===== src/verilog/lecfg_defs.vh =====
// Summary of operation
// - With its hold bit set, an error counter stops at 0xFF until cleared.
// - With its hold bit clear, an error counter wraps from 0xFF to zero.
// - Field bit 2 is control char, bit 1 bad code, bit 0 disparity.
// - After reset every lane's hold field reads 0x7.
// - Lanes 1 to 4 each have a byte register, 0x489 through 0x48C.
// - Each counter counts only while its own per-counter enable bit is set.
// - A per-counter clear bit zeroes its counter, releasing a held counter.
`ifndef LECFG_DEFS_VH
`define LECFG_DEFS_VH
`define LECFG_ADDR_LANE1     12'h0489
`define LECFG_ADDR_LANE2     12'h048A
`define LECFG_ADDR_LANE3     12'h048B
`define LECFG_ADDR_LANE4     12'h048C
`define LECFG_ADDR_LANE5     12'h048D
`define LECFG_HOLD_RESET     3'h7
`define LECFG_CNT_MAX        8'hFF
`define LECFG_BIT_CTRL_CHAR  2
`define LECFG_BIT_BAD_CODE   1
`define LECFG_BIT_DISPARITY  0
`endif


===== src/verilog/lecfg_counter.v =====
`timescale 1ns/1ps
`default_nettype none
`include "lecfg_defs.vh"
module lecfg_counter (
    input  wire       clk_sys_in,
    input  wire       rst_in,
    input  wire       event_in,
    input  wire       enable_in,
    input  wire       clear_in,
    input  wire       hold_in,
    output reg  [7:0] count_out
);
    always @(posedge clk_sys_in) begin
        if (rst_in || clear_in) begin
            count_out <= 8'h00;
        end else if (event_in && enable_in) begin
            if (count_out == `LECFG_CNT_MAX && hold_in) begin
                count_out <= count_out;
            end else begin
                count_out <= count_out + 8'h01;
            end
        end
    end
endmodule // lecfg_counter
`default_nettype wire


===== src/verilog/lecfg_top.v =====
`timescale 1ns/1ps
`default_nettype none
`include "lecfg_defs.vh"

module lecfg_top (
    // Configuration port
    input  wire        clk_sys_in,
    input  wire        rst_in,
    input  wire        cfg_wr_in,
    input  wire        cfg_rd_in,
    input  wire [11:0] cfg_addr_in,
    input  wire [7:0]  cfg_wdata_in,
    output reg  [7:0]  cfg_rdata_out,
    // Error events and per-counter controls, three bits per lane
    input  wire [11:0] err_event_in,
    input  wire [11:0] cnt_enable_in,
    input  wire [11:0] cnt_clear_in,
    // Counter values and the hold fields that steer them
    output wire [95:0] err_count_out,
    output reg  [11:0] hold_bits_out
);

    // ------------------------------------------------------------
    // Sizes
    // ------------------------------------------------------------
    // Fixed by the register map: four lanes of three counters each
    localparam integer LANES   = 4;
    localparam integer FIELD_W = 3;
    localparam integer CNT_W   = 8;
    localparam integer LANE_CW = FIELD_W * CNT_W;

    // Position of each counter kind inside a lane's three-bit field
    localparam integer K_CC    = `LECFG_BIT_CTRL_CHAR;
    localparam integer K_BC    = `LECFG_BIT_BAD_CODE;
    localparam integer K_RD    = `LECFG_BIT_DISPARITY;

    // ------------------------------------------------------------
    // Address decode
    // ------------------------------------------------------------
    // One decode serves both the write and the read path, so a
    // register can never be written at one address and read at
    // another
    function [3:0] lane_sel;
        input [11:0] addr;
        begin
            case (addr)
                `LECFG_ADDR_LANE1: lane_sel = 4'b0001;
                `LECFG_ADDR_LANE2: lane_sel = 4'b0010;
                `LECFG_ADDR_LANE3: lane_sel = 4'b0100;
                `LECFG_ADDR_LANE4: lane_sel = 4'b1000;
                default:           lane_sel = 4'b0000;
            endcase
        end
    endfunction

    // Picks the field of the selected lane; an empty selection gives
    // zero, which is what an unmapped address reads back
    function [2:0] field_of;
        input [11:0] hold;
        input [3:0]  sel;
        begin
            case (sel)
                4'b0001: field_of = hold[2:0];
                4'b0010: field_of = hold[5:3];
                4'b0100: field_of = hold[8:6];
                4'b1000: field_of = hold[11:9];
                default: field_of = 3'h0;
            endcase
        end
    endfunction

    wire [3:0]  wr_sel;
    wire [3:0]  rd_sel;

    assign wr_sel = lane_sel(cfg_addr_in) & {4{cfg_wr_in}};
    assign rd_sel = lane_sel(cfg_addr_in);

    // ------------------------------------------------------------
    // Hold registers
    // ------------------------------------------------------------
    // Writes are taken at any time. Keeping them to decoder soft
    // reset is left to software: a change mid-run can freeze a
    // counter that was meant to wrap, or let a held one wrap, from
    // that edge on
    wire [11:0] hold_d;

    genvar g;
    generate
        for (g = 0; g < LANES; g = g + 1) begin : g_hold
            // Only the three field bits are stored; 7 to 3 are dropped
            assign hold_d[FIELD_W*g +: FIELD_W] = wr_sel[g] ?
                cfg_wdata_in[2:0] :
                hold_bits_out[FIELD_W*g +: FIELD_W];
        end
    endgenerate

    // One process for all lanes keeps a single driver on the output
    always @(posedge clk_sys_in) begin
        if (rst_in) begin
            hold_bits_out <= {LANES{`LECFG_HOLD_RESET}};
        end else begin
            hold_bits_out <= hold_d;
        end
    end

    // ------------------------------------------------------------
    // Read path
    // ------------------------------------------------------------
    // Read data is registered and stands until the next read strobe
    reg [7:0] rdata_d;

    always @* begin
        rdata_d      = 8'h00;
        rdata_d[2:0] = field_of(hold_bits_out, rd_sel);
    end

    always @(posedge clk_sys_in) begin
        if (rst_in) begin
            cfg_rdata_out <= 8'h00;
        end else if (cfg_rd_in) begin
            cfg_rdata_out <= rdata_d;
        end
    end

    // ------------------------------------------------------------
    // Error counters
    // ------------------------------------------------------------
    // Three counters per lane. Each takes its own bit of the lane's
    // event, enable, clear and hold fields; the kind to bit mapping
    // is the same for all four fields
    generate
        for (g = 0; g < LANES; g = g + 1) begin : g_lane
            localparam integer BASE   = FIELD_W * g;
            localparam integer OUT_CC = LANE_CW * g + CNT_W * K_CC;
            localparam integer OUT_BC = LANE_CW * g + CNT_W * K_BC;
            localparam integer OUT_RD = LANE_CW * g + CNT_W * K_RD;

            wire [2:0] lane_evt;
            wire [2:0] lane_ena;
            wire [2:0] lane_clr;
            wire [2:0] lane_hold;

            assign lane_evt  = err_event_in[BASE +: FIELD_W];
            assign lane_ena  = cnt_enable_in[BASE +: FIELD_W];
            assign lane_clr  = cnt_clear_in[BASE +: FIELD_W];
            assign lane_hold = hold_bits_out[BASE +: FIELD_W];

            // Unexpected control character counter, field bit 2
            lecfg_counter u_ctrl_char (
                .clk_sys_in (clk_sys_in),
                .rst_in     (rst_in),
                .event_in   (lane_evt[K_CC]),
                .enable_in  (lane_ena[K_CC]),
                .clear_in   (lane_clr[K_CC]),
                .hold_in    (lane_hold[K_CC]),
                .count_out  (err_count_out[OUT_CC +: CNT_W])
            );

            // Invalid code group counter, field bit 1
            lecfg_counter u_bad_code (
                .clk_sys_in (clk_sys_in),
                .rst_in     (rst_in),
                .event_in   (lane_evt[K_BC]),
                .enable_in  (lane_ena[K_BC]),
                .clear_in   (lane_clr[K_BC]),
                .hold_in    (lane_hold[K_BC]),
                .count_out  (err_count_out[OUT_BC +: CNT_W])
            );

            // Running disparity counter, field bit 0
            lecfg_counter u_disparity (
                .clk_sys_in (clk_sys_in),
                .rst_in     (rst_in),
                .event_in   (lane_evt[K_RD]),
                .enable_in  (lane_ena[K_RD]),
                .clear_in   (lane_clr[K_RD]),
                .hold_in    (lane_hold[K_RD]),
                .count_out  (err_count_out[OUT_RD +: CNT_W])
            );
        end
    endgenerate

    // ------------------------------------------------------------
    // Limitations
    // ------------------------------------------------------------
    // The lane 5 register sits past the last decoded address and
    // reads zero here; its writes are dropped.
    // A clear and an event in the same cycle leave the counter at
    // zero: the clear is the user's release and must not be lost.
    // Counter enables and clears arrive as plain levels because the
    // registers that hold them live outside this block.
    // The hold field is sampled by each counter at every edge, so a
    // write takes effect on the counter one cycle after it lands.
    // Nothing here watches the decoder soft reset; writing during
    // normal operation is legal for the hardware and simply takes
    // effect, which is why software owns that ordering.
    // A saturated counter stays at its terminal count only while its
    // hold bit is set: if that bit is later cleared it wraps on the
    // next counted event, which is the intended release path too.
    // All outputs come straight from registers, so no glitch from
    // the decode above can reach a pin.

endmodule // lecfg_top
`default_nettype wire


===== config.mk =====
export PLATFORM = sky130hd
export DESIGN_NAME = lecfg_top
export DESIGN_NICKNAME = d
export VERILOG_FILES = /design/src/verilog/lecfg_counter.v /design/src/verilog/lecfg_top.v
export VERILOG_INCLUDE_DIRS = /design/src /design/src/verilog
export SDC_FILE = /design/constraint.sdc
export NUM_CORES = 1
export LEC_CHECK = 0
export BUFFER_PORTS_ARGS = -buffer_cell sky130_fd_sc_hd__buf_2
export CORE_MARGIN = 2
export CORE_UTILIZATION = 51
export CTS_CLUSTER_SIZE = 25
export DETAILED_ROUTE_END_ITERATION = 7
export GPL_ROUTABILITY_DRIVEN = 0
export PLACE_DENSITY = 0.8
export SLEW_MARGIN = 0
export SYNTH_ARGS = -nofsm -noshare
export SYNTH_HDL_FRONTEND = slang
export SYNTH_SLANG_ARGS = --single-unit

===== constraint.sdc =====
create_clock -name clk_sys_in -period 1.71 [get_ports clk_sys_in]
set_input_delay 0.171 -clock clk_sys_in [delete_from_list [all_inputs] [get_ports clk_sys_in]]
set_output_delay 0.171 -clock clk_sys_in [all_outputs]
set_load 0.01 [all_outputs]

After elaboration in Yosys (flattened, before gate mapping)
Index checks and enable logic that the tools add are counted.
{ "totals": {"output_inout_bits": 116, "inputBits": 60, "regBits": 111, "wordCells": 112} }
{ "op_classes": {"n_eq_ne": 20, "n_bitwise": 13, "reduce_logical": 48, "n_mux": 2, "add_sub_neg": 12} }
{ "ops": {"columns": ["op", "n"], "rows": [
  ["adder 8 x 1 -> 8 bit (second input constant)", 12],
  ["equality test 8 bit (second input constant)", 12],
  ["equality test 12 x 11 -> 1 bit (second input constant)", 4],
  ["logical AND 1 bit", 24],
  ["AND reduction 2 bit", 12],
  ["case mux 4 bit (4 select lines)", 1],
  ["logical OR 1 bit", 12],
  ["NOT 1 bit", 12],
  ["case mux 3 bit (4 select lines)", 1],
  ["bitwise AND 4 bit", 1],
  ["equality test 4 x 1 -> 1 bit (second input constant)", 1],
  ["equality test 4 x 2 -> 1 bit (second input constant)", 1],
  ["equality test 4 x 3 -> 1 bit (second input constant)", 1],
  ["equality test 4 bit (second input constant)", 1]
]} }

Longest topological paths before layout
Gate-level depths: netlist (run 1).
{ "logic_depth": {"depth_word": 4, "mapped_depth": 6, "mapped_depth_nobuf": 5} }

Modules after synthesis
Synthesis (run 1) repeated with hierarchy kept, for this count alone.
{ "unflattened": {"hier_cells": 622, "hier_area_um2": 5631.7} }
{ "by_module_without_submodules": {"columns": ["module", "cells_per_inst", "instances", "seq_area_each_um2", "area_each_um2"], "rows": [
  ["lecfg_counter", 44, 12, 160.2, 395.4],
  ["lecfg_top", 94, 1, 300.3, 887.1]
]} }

Least setup slack after synthesis (run 1)
OpenSTA, ideal clock, no wires.
{ "synth_path": {"path_type": "reg2reg", "from": "reg g_lane[1].u_disparity.count_out[0]", "to": "reg g_lane[1].u_disparity.count_out[5]", "setup_slack_ns": 0.162, "path_buffers": 0, "stages_incl_launch_ff": 6, "required_time_ns": 1.640, "setup_time_ns": 0.070, "synth_period_minus_slack_ns": 1.548, "t_arrival_ns": 1.478, "path_cell_list": "dfxtp_1 ha_1 nand3_2 o311ai_2 or4_1 a21oi_1"} }
{ "synth_via": {"elab_chain_len": 4, "word_cells_on_any_way": 5, "cone_classes": "add/sub: 1; eq/ne: 1; bitwise: 1; reduce/logical: 2"} }
{ "synth_lines": {"columns": ["element", "line_no", "rtl"], "rows": [
  ["from (decl)", "lecfg_counter.v:11", "output reg [7:0] count_out"],
  ["from (signal assigned)", "lecfg_counter.v:18", "count_out <= count_out;"],
  ["from (signal assigned)", "lecfg_counter.v:20", "count_out <= count_out + 8'h01;"],
  ["branches (longest 4 deep; another with adder 8 x 1 -> 8 bit)", null, null]
]} }
Several ways; the timed one is not identified.
A chain may end at the register's enable or synchronous reset.

Final worst setup path (run 1)
{ "layout_path": {"from": "reg g_lane[2].u_ctrl_char.count_out[0]", "to": "reg g_lane[2].u_ctrl_char.count_out[5]"} }
{ "layout_via": {"elab_chain_len": 4, "word_cells_on_any_way": 5, "cone_classes": "add/sub: 1; eq/ne: 1; bitwise: 1; reduce/logical: 2"} }
{ "layout_lines": {"columns": ["element", "line_no"], "rows": [
  ["from (decl)", "lecfg_counter.v:11"],
  ["from (signal assigned)", "lecfg_counter.v:18"],
  ["from (signal assigned)", "lecfg_counter.v:20"],
  ["branches (longest 4 deep; another with adder 8 x 1 -> 8 bit)", null]
]} }
Several ways; the timed one is not identified.

==> results summary, run 1 <==
The area fraction of the dominant cell type after synthesis is 0.397. The class of the most critical setup path is reg -> reg. The total count of hold-check failures in the final report came out at 0.

After synthesis, the largest family of logic cells by area is simple AND/OR/NAND/NOR gates. The number of global-route vias before repair was 5,045. The largest stage delay on the critical path is 0.49 ns.

The aggregate routed wire length is 14,000 um. The initial antenna violation count is 0. Once placement finished, the instance area stood at 6570 um^2. The part of the total power dissipated in combinational logic is 0.074. The biggest area contributor in the post-synthesis netlist is dfxtp_1. The number of clock sinks is 111. The mux cell area share after synthesis came out at 0.0286. Timing would allow up to 0.617 GHz. The power dissipated by switching net loads came out at 1050 uW. The clock root buffer is clkbuf_8.

Of the total power, the clock network draws 0.351. Synthesis inferred 111 register bits. For the pin with the worst max-slew slack, the measured transition is 0.509 ns. The arrival time at the worst endpoint came out at 1.92 ns. In this run the static leakage power is 0.00293 uW.

Across all register-to-register paths, the minimum setup slack is 0.09 ns. The number of pins exceeding their max-slew limit in the final report is 0. Synthesis instantiated 58 different standard cells from the library. The worst hold path passes through 2 cells.

Among all stages on the critical path, the largest delay is contributed by or4_1. The adder-cell share of the synthesized area is 0.0268. In this run the deepest clock path goes through 2 buffers. Pin placement for this block handled 176 I/O pins. The worst setup skew after layout is 0.00782 ns. The leading register cell type out of synthesis is dfxtp_1. In the routed layout, each cell is associated on average with a via count of 5.71. STA classifies the critical path startpoint as a flop. The count of maximum capacitance violations came out at 0.

Measured in cells, the most critical reg-to-reg path has a length of 5. The post-layout minimum cycle time came out at 1.62 ns. The relative slew slack came out at 0.661. The via count of the routed design came out at 5,373. The average size of a mapped cell came out at 8.95 um^2. In this run the critical register-to-register path is captured at g_lane[2].u_ctrl_char.count_out[5]. The number of synthesized flops with an enable pin came out at 0. The flow ran to the end, and the final reports show no timing, DRC or antenna violations. The vertical extent of the die came out at 109 um. The initial core utilization is 0.518. The CTS tree is done. The placement row count is 38.

The half-perimeter wire length after detailed placement came out at 10,500 um. The critical path goes through ha_1 > nand4_1 > o211ai_4 > or4_1 > a21oi_1. The count of inserted antenna diode cells came out at 0. The number of H-tree branching levels is 3. For the worst setup path, the data required time is 2.01 ns. The category of the worst setup path capture point is a flop. The clock insertion delay at the later pin of the skew report came out at 0.36 ns.

The final layout net count came out at 869. After clock tree synthesis, the clock-pin slew on the worst setup and hold paths is 0.10 ns. The area fraction in compound gates after synthesis is 0.181. The total track usage came out at 0.232.

The internal power summed over all cells is 3490 uW. The die covers 11,800 um^2. The total power divided by cell area came out at 665 nW/um^2. The number of warning messages in the yosys log came out at 0. The sequential fraction of design power is 0.575. The number of remaining DRC errors came out at 0. The remaining antenna violation count after routing is 0. The xor-xnor portion of the synthesized cell area is 0.0564. After detailed routing, the average wire length per cell comes to 14.8 um. In this run the worst hold path is classified as in -> reg. Along the worst path, the maximum fanout reaches 10. The post-synthesis sequential area ratio came out at 0.397.

The ratio of cells with drive above 1 in the final layout came out at 0.287. The remaining global-route overflow came out at 0. The final worst-path cycle share is 0.947. The setup TNS came out at 0 ns. The area of the core came out at 10,800 um^2. The number of standard cells after synthesis came out at 625.

For this run, asynchronously set or reset flops after synthesis account for 0. The violation count after the first detailed-routing iteration came out at 334. The pin count of the biggest net entering global routing is 25. The port buffer count is 165. The total buffers and inverters traversed by the critical path is 0.

The number of failing setup endpoints in the final timing report came out at 0. By area the synthesized netlist is led by dfxtp_1 40%, xor2_1 5.0%, nor2_1 4.7%, o211ai_1 3.5%, or4_1 3.0%. The synthesized cell area is 5600 um^2. The detailed-routing iteration count for the pre-antenna-repair pass is 4. The cell area after layout is 6830 um^2. For this design, the CTS-stage hold fixing added 0 buffers. The area added between synthesis and finish is 22.0%. The first-pass GRT wire length came out at 22,400 um.

Broken down by cell family, the worst path's largest delay share belongs to simple AND/OR/NAND/NOR gates. Of the total synthesized cell area, the portion taken by AND, OR, NAND and NOR gates is 0.266. The maximum vdd ir drop came out at 365 uV. The startpoint of the most critical hold path is cfg_wdata_in[2]. The floorplan step set the die width to 109 um. The switching power share of the total came out at 0.232. The beginning of the worst register-to-register path is g_lane[2].u_ctrl_char.count_out[0]. The worst hold path terminates at hold_bits_out[8]. The total CTS buffers came out at 9.
==> cell families after synthesis <==
family | Yosys count
AO/OA/AOI/OAI | 138
XOR/XNOR | 36
adder cells (fa/ha/maj) | 12
buffers and inverters | 42
flip-flops | 111
multiplexers | 16
other | 1
AND/OR/NAND/NOR | 269
==> power by group through the flow <==
stage | clock (uW) | combinational (uW) | sequential (uW)
floorplan | 0 | 191 | 2680
global placement | 0 | 318 | 2670
detailed placement | 0 | 330 | 2670
CTS | 1640 | 332 | 2610
global route | 1760 | 373 | 2610
finish | 1590 | 337 | 2610
==> placed cells by master, fill, tap and decap left out, drive strengths merged, types with 3 or more instances in the layout <==
master / netlist / final
a211o: 12 / 12
a21oi: 27 / 27
a22oi: 3 / 3
and2: 10 / 10
and3: 12 / 12
buf: 23 / 191
clkbuf: 11 / 11
clkinv: 0 / 3
conb: 1 / 5
dfxtp: 111 / 111
ha: 12 / 12
inv: 8 / 8
mux2i: 16 / 16
nand2: 43 / 43
nand3: 30 / 30
nand4: 29 / 29
nor2: 70 / 70
nor2b: 6 / 6
nor4: 3 / 3
o2111ai: 4 / 4
o211ai: 29 / 29
o21a: 6 / 6
o21ai: 29 / 29
o22a: 3 / 3
o311ai: 3 / 3
o31a: 3 / 3
o31ai: 11 / 11
or2: 12 / 12
or3: 19 / 19
or4: 22 / 22
xnor2: 4 / 4
xor2: 32 / 32
==> worst max-delay path by stage <==
stage | startpoint | end | slack, ns | cells past startpoint
after floorplan | g_lane[1].u_disparity.count_out[0] | g_lane[1].u_disparity.count_out[5] | 0.16 | 5
after global placement | g_lane[1].u_disparity.count_out[0] | g_lane[1].u_disparity.count_out[5] | 0.12 | 5
after detailed placement | g_lane[1].u_disparity.count_out[0] | g_lane[1].u_disparity.count_out[3] | 0.06 | 5
after CTS | g_lane[1].u_disparity.count_out[0] | g_lane[1].u_disparity.count_out[3] | 0.04 | 5
after global routing | g_lane[3].u_disparity.count_out[0] | g_lane[3].u_disparity.count_out[3] | -0.04 | 6
final | g_lane[2].u_ctrl_char.count_out[0] | g_lane[2].u_ctrl_char.count_out[5] | 0.09 | 5
==> synth_stat cells, types with 17 or more instances <==
library cell	instances
buf_4	17
nand4_1	25
xor2_1	32
a21oi_1	27
nand3_1	28
or4_1	22
or3_1	19
o21ai_0	24
nor2_1	70
o211ai_1	26
dfxtp_1	111
nand2_1	43
==> state kept, by name (all words and copies together), names as in the netlist <==
| register | flops |
|---|---|
| g_lane.u_bad_code.count_out | 32 |
| g_lane.u_disparity.count_out | 32 |
| hold_bits_out | 12 |
| cfg_rdata_out | 3 |
| g_lane.u_ctrl_char.count_out | 32 |
==> metrics by stage <==
stage | hold WS [ns] | total power (uW) | utilization | std cells | setup slack (ns)
finish | 0.0308 | 4540 | 0.633 | 941 | 0.0901
detailed placement | 0.399 | 3000 | 0.609 | 923 | 0.0633
floorplan | 0.289 | 2870 | - | 629 | 0.162
CTS | 0.0110 | 4580 | 0.627 | 938 | 0.0406
global route | 0.0196 | 4750 | 0.633 | 941 | -0.0438
global placement | 0.396 | 2990 | 0.609 | 923 | 0.118
==> per-layer routing <==
| metal | wire length, um | vias to the layer above | track usage |
|---|---|---|---|
| met2 | 6670 | 193 | 0.389 |
| li1 | - | 2640 | - |
| met3 | 979 | 22 | 0.0448 |
| met4 | 226 | 0 | 0.0897 |
| met1 | 6080 | 2518 | 0.296 |
| met5 | 0 | - | 0 |
==> what timing repair did <==
action / 4_1_cts / 5_1_grt
endpoints found under the setup margin: 0 / 21
setup buffers: 0 / 3
resized for setup: 0 / 9
==> layout make-up <==
cell class / instances / area (um^2)
Clock buffer: 11 / 151
Clock inverter: 4 / 45.0
Fill cell: 881 / 3970
Inverter: 8 / 30.0
Multi-Input combinational cell: 476 / 3180
Sequential cell: 111 / 2230
Tap cell: 140 / 175
Timing Repair Buffer: 191 / 1020
Note: power is estimated with default switching activity, not from simulation.
==> run 2: changes to the inputs <==
==> constraint.sdc (replaced) <==
create_clock -name clk_sys_in -period 1.8 [get_ports clk_sys_in]
set_input_delay 0.18 -clock clk_sys_in [delete_from_list [all_inputs] [get_ports clk_sys_in]]
set_output_delay 0.18 -clock clk_sys_in [all_outputs]
set_load 0.01 [all_outputs]
==> run 2 against run 1 <==
Net effect:
- wire length is 2.0% lower
- clock power decreased by 4%
- clock skew grew 0.0080 ns
- cell count down 1.3%
- critical path type unchanged
- setup slack improved by 0.024 ns
- sequential power is 5% lower
- via count shrank 0.87%
- fmax decreased by 3.9%
- largest power group unchanged
- critical path depth unchanged
- critical endpoint is now g_lane[1].u_disparity.count_out[2]
- combinational power decreased by 10%
==> results summary, run 2 (synthesis gave the netlist of run 1 again) <==
The flow ran to the end, and the final reports show no timing, DRC or antenna violations. The cell at the slowest stage of the critical path is o311ai_2. The worst setup skew after layout is 0.0159 ns (+0.00805 ns). STA classifies the critical path startpoint as a flop.

The aggregate routed wire length came out at 13,700 um (-2.0%). The detailed router used layers up to and including met4. TritonCTS built the clock tree. The initial antenna violation count is 1 (+1). The total CTS buffers came to 9 (unchanged). The number of inserted filler cells in the final layout came to 928 (+5.3%).

The number of failing setup endpoints in the final timing report was 0 (unchanged). The setup TNS came out at 0 ns (unchanged). The detailed-route vias per instance is 5.73 (+0.41%).

From synthesis to final layout, the design area changed by 19.5%. The final worst-path cycle share came out at 0.937 (-0.0105). The initial core utilization came out at 0.518 (unchanged). The largest stage delay on the critical path is 0.55 ns (+0.06 ns).

The commonest non-fill, non-tap cell in the layout is buf_2. The number of clock sinks is 111 (unchanged). The final layout net count came out at 855 (-1.6%). The relative slew slack came to 0.620 (-0.0411).

The remaining global-route overflow is 0 (unchanged). The total buffers and inverters traversed by the critical path is 0 (unchanged). The total power divided by cell area is 644 nW/um^2 (-3.2%). The arrival time at the worst endpoint came to 1.99 ns (+0.07 ns).

The detail-routed net length per standard cell came to 14.7 um (-0.70%). The overall die width is 109 um (unchanged). The ratio of cells with drive above 1 in the final layout is 0.269 (-0.0181). Setup repair after global routing left no endpoint under its margin. The worst-case clock buffer depth came out at 2 (unchanged).

The signal on the critical path passes through ha_1 > nand3_2 > o311ai_2 > o21ai_0 > a21oi_1. The via count of the routed design came out at 5,326 (-0.87%). The violation count after the first detailed-routing iteration is 282 (-16%). The number of remaining DRC errors is 0 (unchanged).

The first-pass GRT wire length came to 21,900 um (-2.3%). The leakage power of the design came out at 0.00284 uW (-3.1%). The vertical extent of the die is 109 um (unchanged). The area of the core came to 10,800 um^2 (unchanged). The total met2 wirelength after detailed routing came out at 6560 um (-1.6%). The required time of the worst setup path came out at 2.11 ns (+0.10 ns). In this design, the largest share of critical-path delay is due to compound AO/OA/AOI/OAI gates. The port buffer count was 165 (unchanged). The number of top-level pins is 176 (unchanged). The wire length on met3 is 886 um (-9.5%). The worst-case hold slack came out at 0.0289 ns (-0.00185 ns). The worst setup path is of the reg -> reg kind. The maximum vdd ir drop is 458 uV (+26%). The multi-input gate area in the final layout is 3150 um^2 (-1.1%).

The total count of hold-check failures in the final report is 0 (unchanged). The total placed cells including tap cells is 912 (-1.2%). The clock slew seen by the registers of the worst setup and hold paths came out at 0.10 ns (about the same). The final instance count without filler cells came to 929 (-1.3%).

The length of routed wiring on met1 is 6110 um (+0.51%). The detailed-routing iteration count for the pre-antenna-repair pass came out at 5 (+1). The number of global-route vias before repair came out at 4,906 (-2.8%). The number of H-tree branching levels came out at 3 (unchanged).

The total track usage came to 0.228 (-0.00472). The tree is rooted in a clkbuf_8. The clock insertion delay at the later pin of the skew report is 0.37 ns (about the same). The category of the worst setup path capture point is a flop. The largest registers in the layout are g_lane.u_bad_code.count_out: 32 flops, g_lane.u_ctrl_char.count_out: 32 flops, g_lane.u_disparity.count_out: 32 flops. The path type of the worst min-delay path is in -> reg. The pin count of the biggest net entering global routing is 23 (-8.0%). The placement row count is 38 (unchanged). The area of all sequential standard cells is 2220 um^2 (-0.17%). The half-perimeter wire length after detailed placement came out at 10,500 um (-0.58%). The fmax came to 0.593 GHz (-3.9%). Leaving out fill and tap cells, the most frequent cells in the layout are 165 x buf_2, 111 x dfxtp_1, 70 x nor2_1, 43 x nand2_1, 32 x xor2_1. The count of maximum capacitance violations came out at 0 (unchanged).

The floorplan die area came out at 11,800 um^2 (unchanged). The remaining antenna violation count after routing came out at 0 (unchanged). The largest fanout of any net on the critical path is 8 (-2).

The transition time at the pin with the least slew margin was 0.569 ns (+0.0608 ns). The post-layout minimum cycle time is 1.69 ns (+0.0664 ns). The number of pins exceeding their max-slew limit in the final report is 0 (unchanged).
-- run 2: cell count changes in the layout (fill, tap and decap cells not counted), moves of 2 or more --
cell,delta
dfxtp_1,+3
buf_4,-14
dfxtp_2,-3
o311ai_4,-2
clkinvlp_4,+2
clkbuf_8,-2
o311ai_2,+2
-- run 2: report_power, final --
part	internal [uW]	switching, uW	leakage, uW
Sequential	2470	16.1	0.000895
Clock	647	875	0.0000956
Combinational	128	175	0.00184
-- run 2: worst paths after layout --
path / start / end / slack [ns] / depth (start not counted)
hold reg to reg: cfg_rdata_out[0] / cfg_rdata_out[0] / 0.48 / 2
setup reg to reg: g_lane[1].u_disparity.count_out[0] / g_lane[1].u_disparity.count_out[2] / 0.11 / 5
hold / removal: cfg_wdata_in[1] / hold_bits_out[7] / 0.03 / 2
setup / recovery: g_lane[1].u_disparity.count_out[0] / g_lane[1].u_disparity.count_out[2] / 0.11 / 5
-- run 2: metrics by stage --
stage               utilization  cell area (um^2)  power, uW  setup slack [ns]
global placement          0.601              6490       2830             0.212
global route              0.619              6690       4500            0.0219
finish                    0.620              6690       4310             0.114
CTS                       0.619              6690       4330             0.129
detailed placement        0.601              6490       2840             0.147
floorplan                     -              5610       2720             0.252
-- run 2: worst register-to-register path, delay by kind of cell (launching register included) --
family / cells / cell delay, ns
AOI/OAI and AO/OA: 3 / 0.89
DFF: 1 / 0.40
adders and majority gates: 1 / 0.21
and+or+nand+nor: 1 / 0.13
-- run 2: final cells by class --
type	instances	area share
multi-input cells	476	0.470
repair buffers	177	0.137
flip-flops and latches	111	0.332
clock buffers	9	0.0185
clock inverters	7	0.0109
diodes	1	0.000374
well taps	140	0.0262
inverters	8	0.00449
-- run 2: metal layers --
| metal | GRT usage | vias up |
|---|---|---|
| met5 | 0 | - |
| met1 | 0.295 | 2528 |
| met4 | 0.0586 | 0 |
| met2 | 0.383 | 175 |
| met3 | 0.0526 | 10 |
| li1 | - | 2613 |
-- run 2: timing repair --
action,CTS,global route
hold buffers,0,0
buffers inserted,0,0
setup endpoints to repair,0,2
endpoints found under the hold margin,0,0
gates resized for setup,0,1
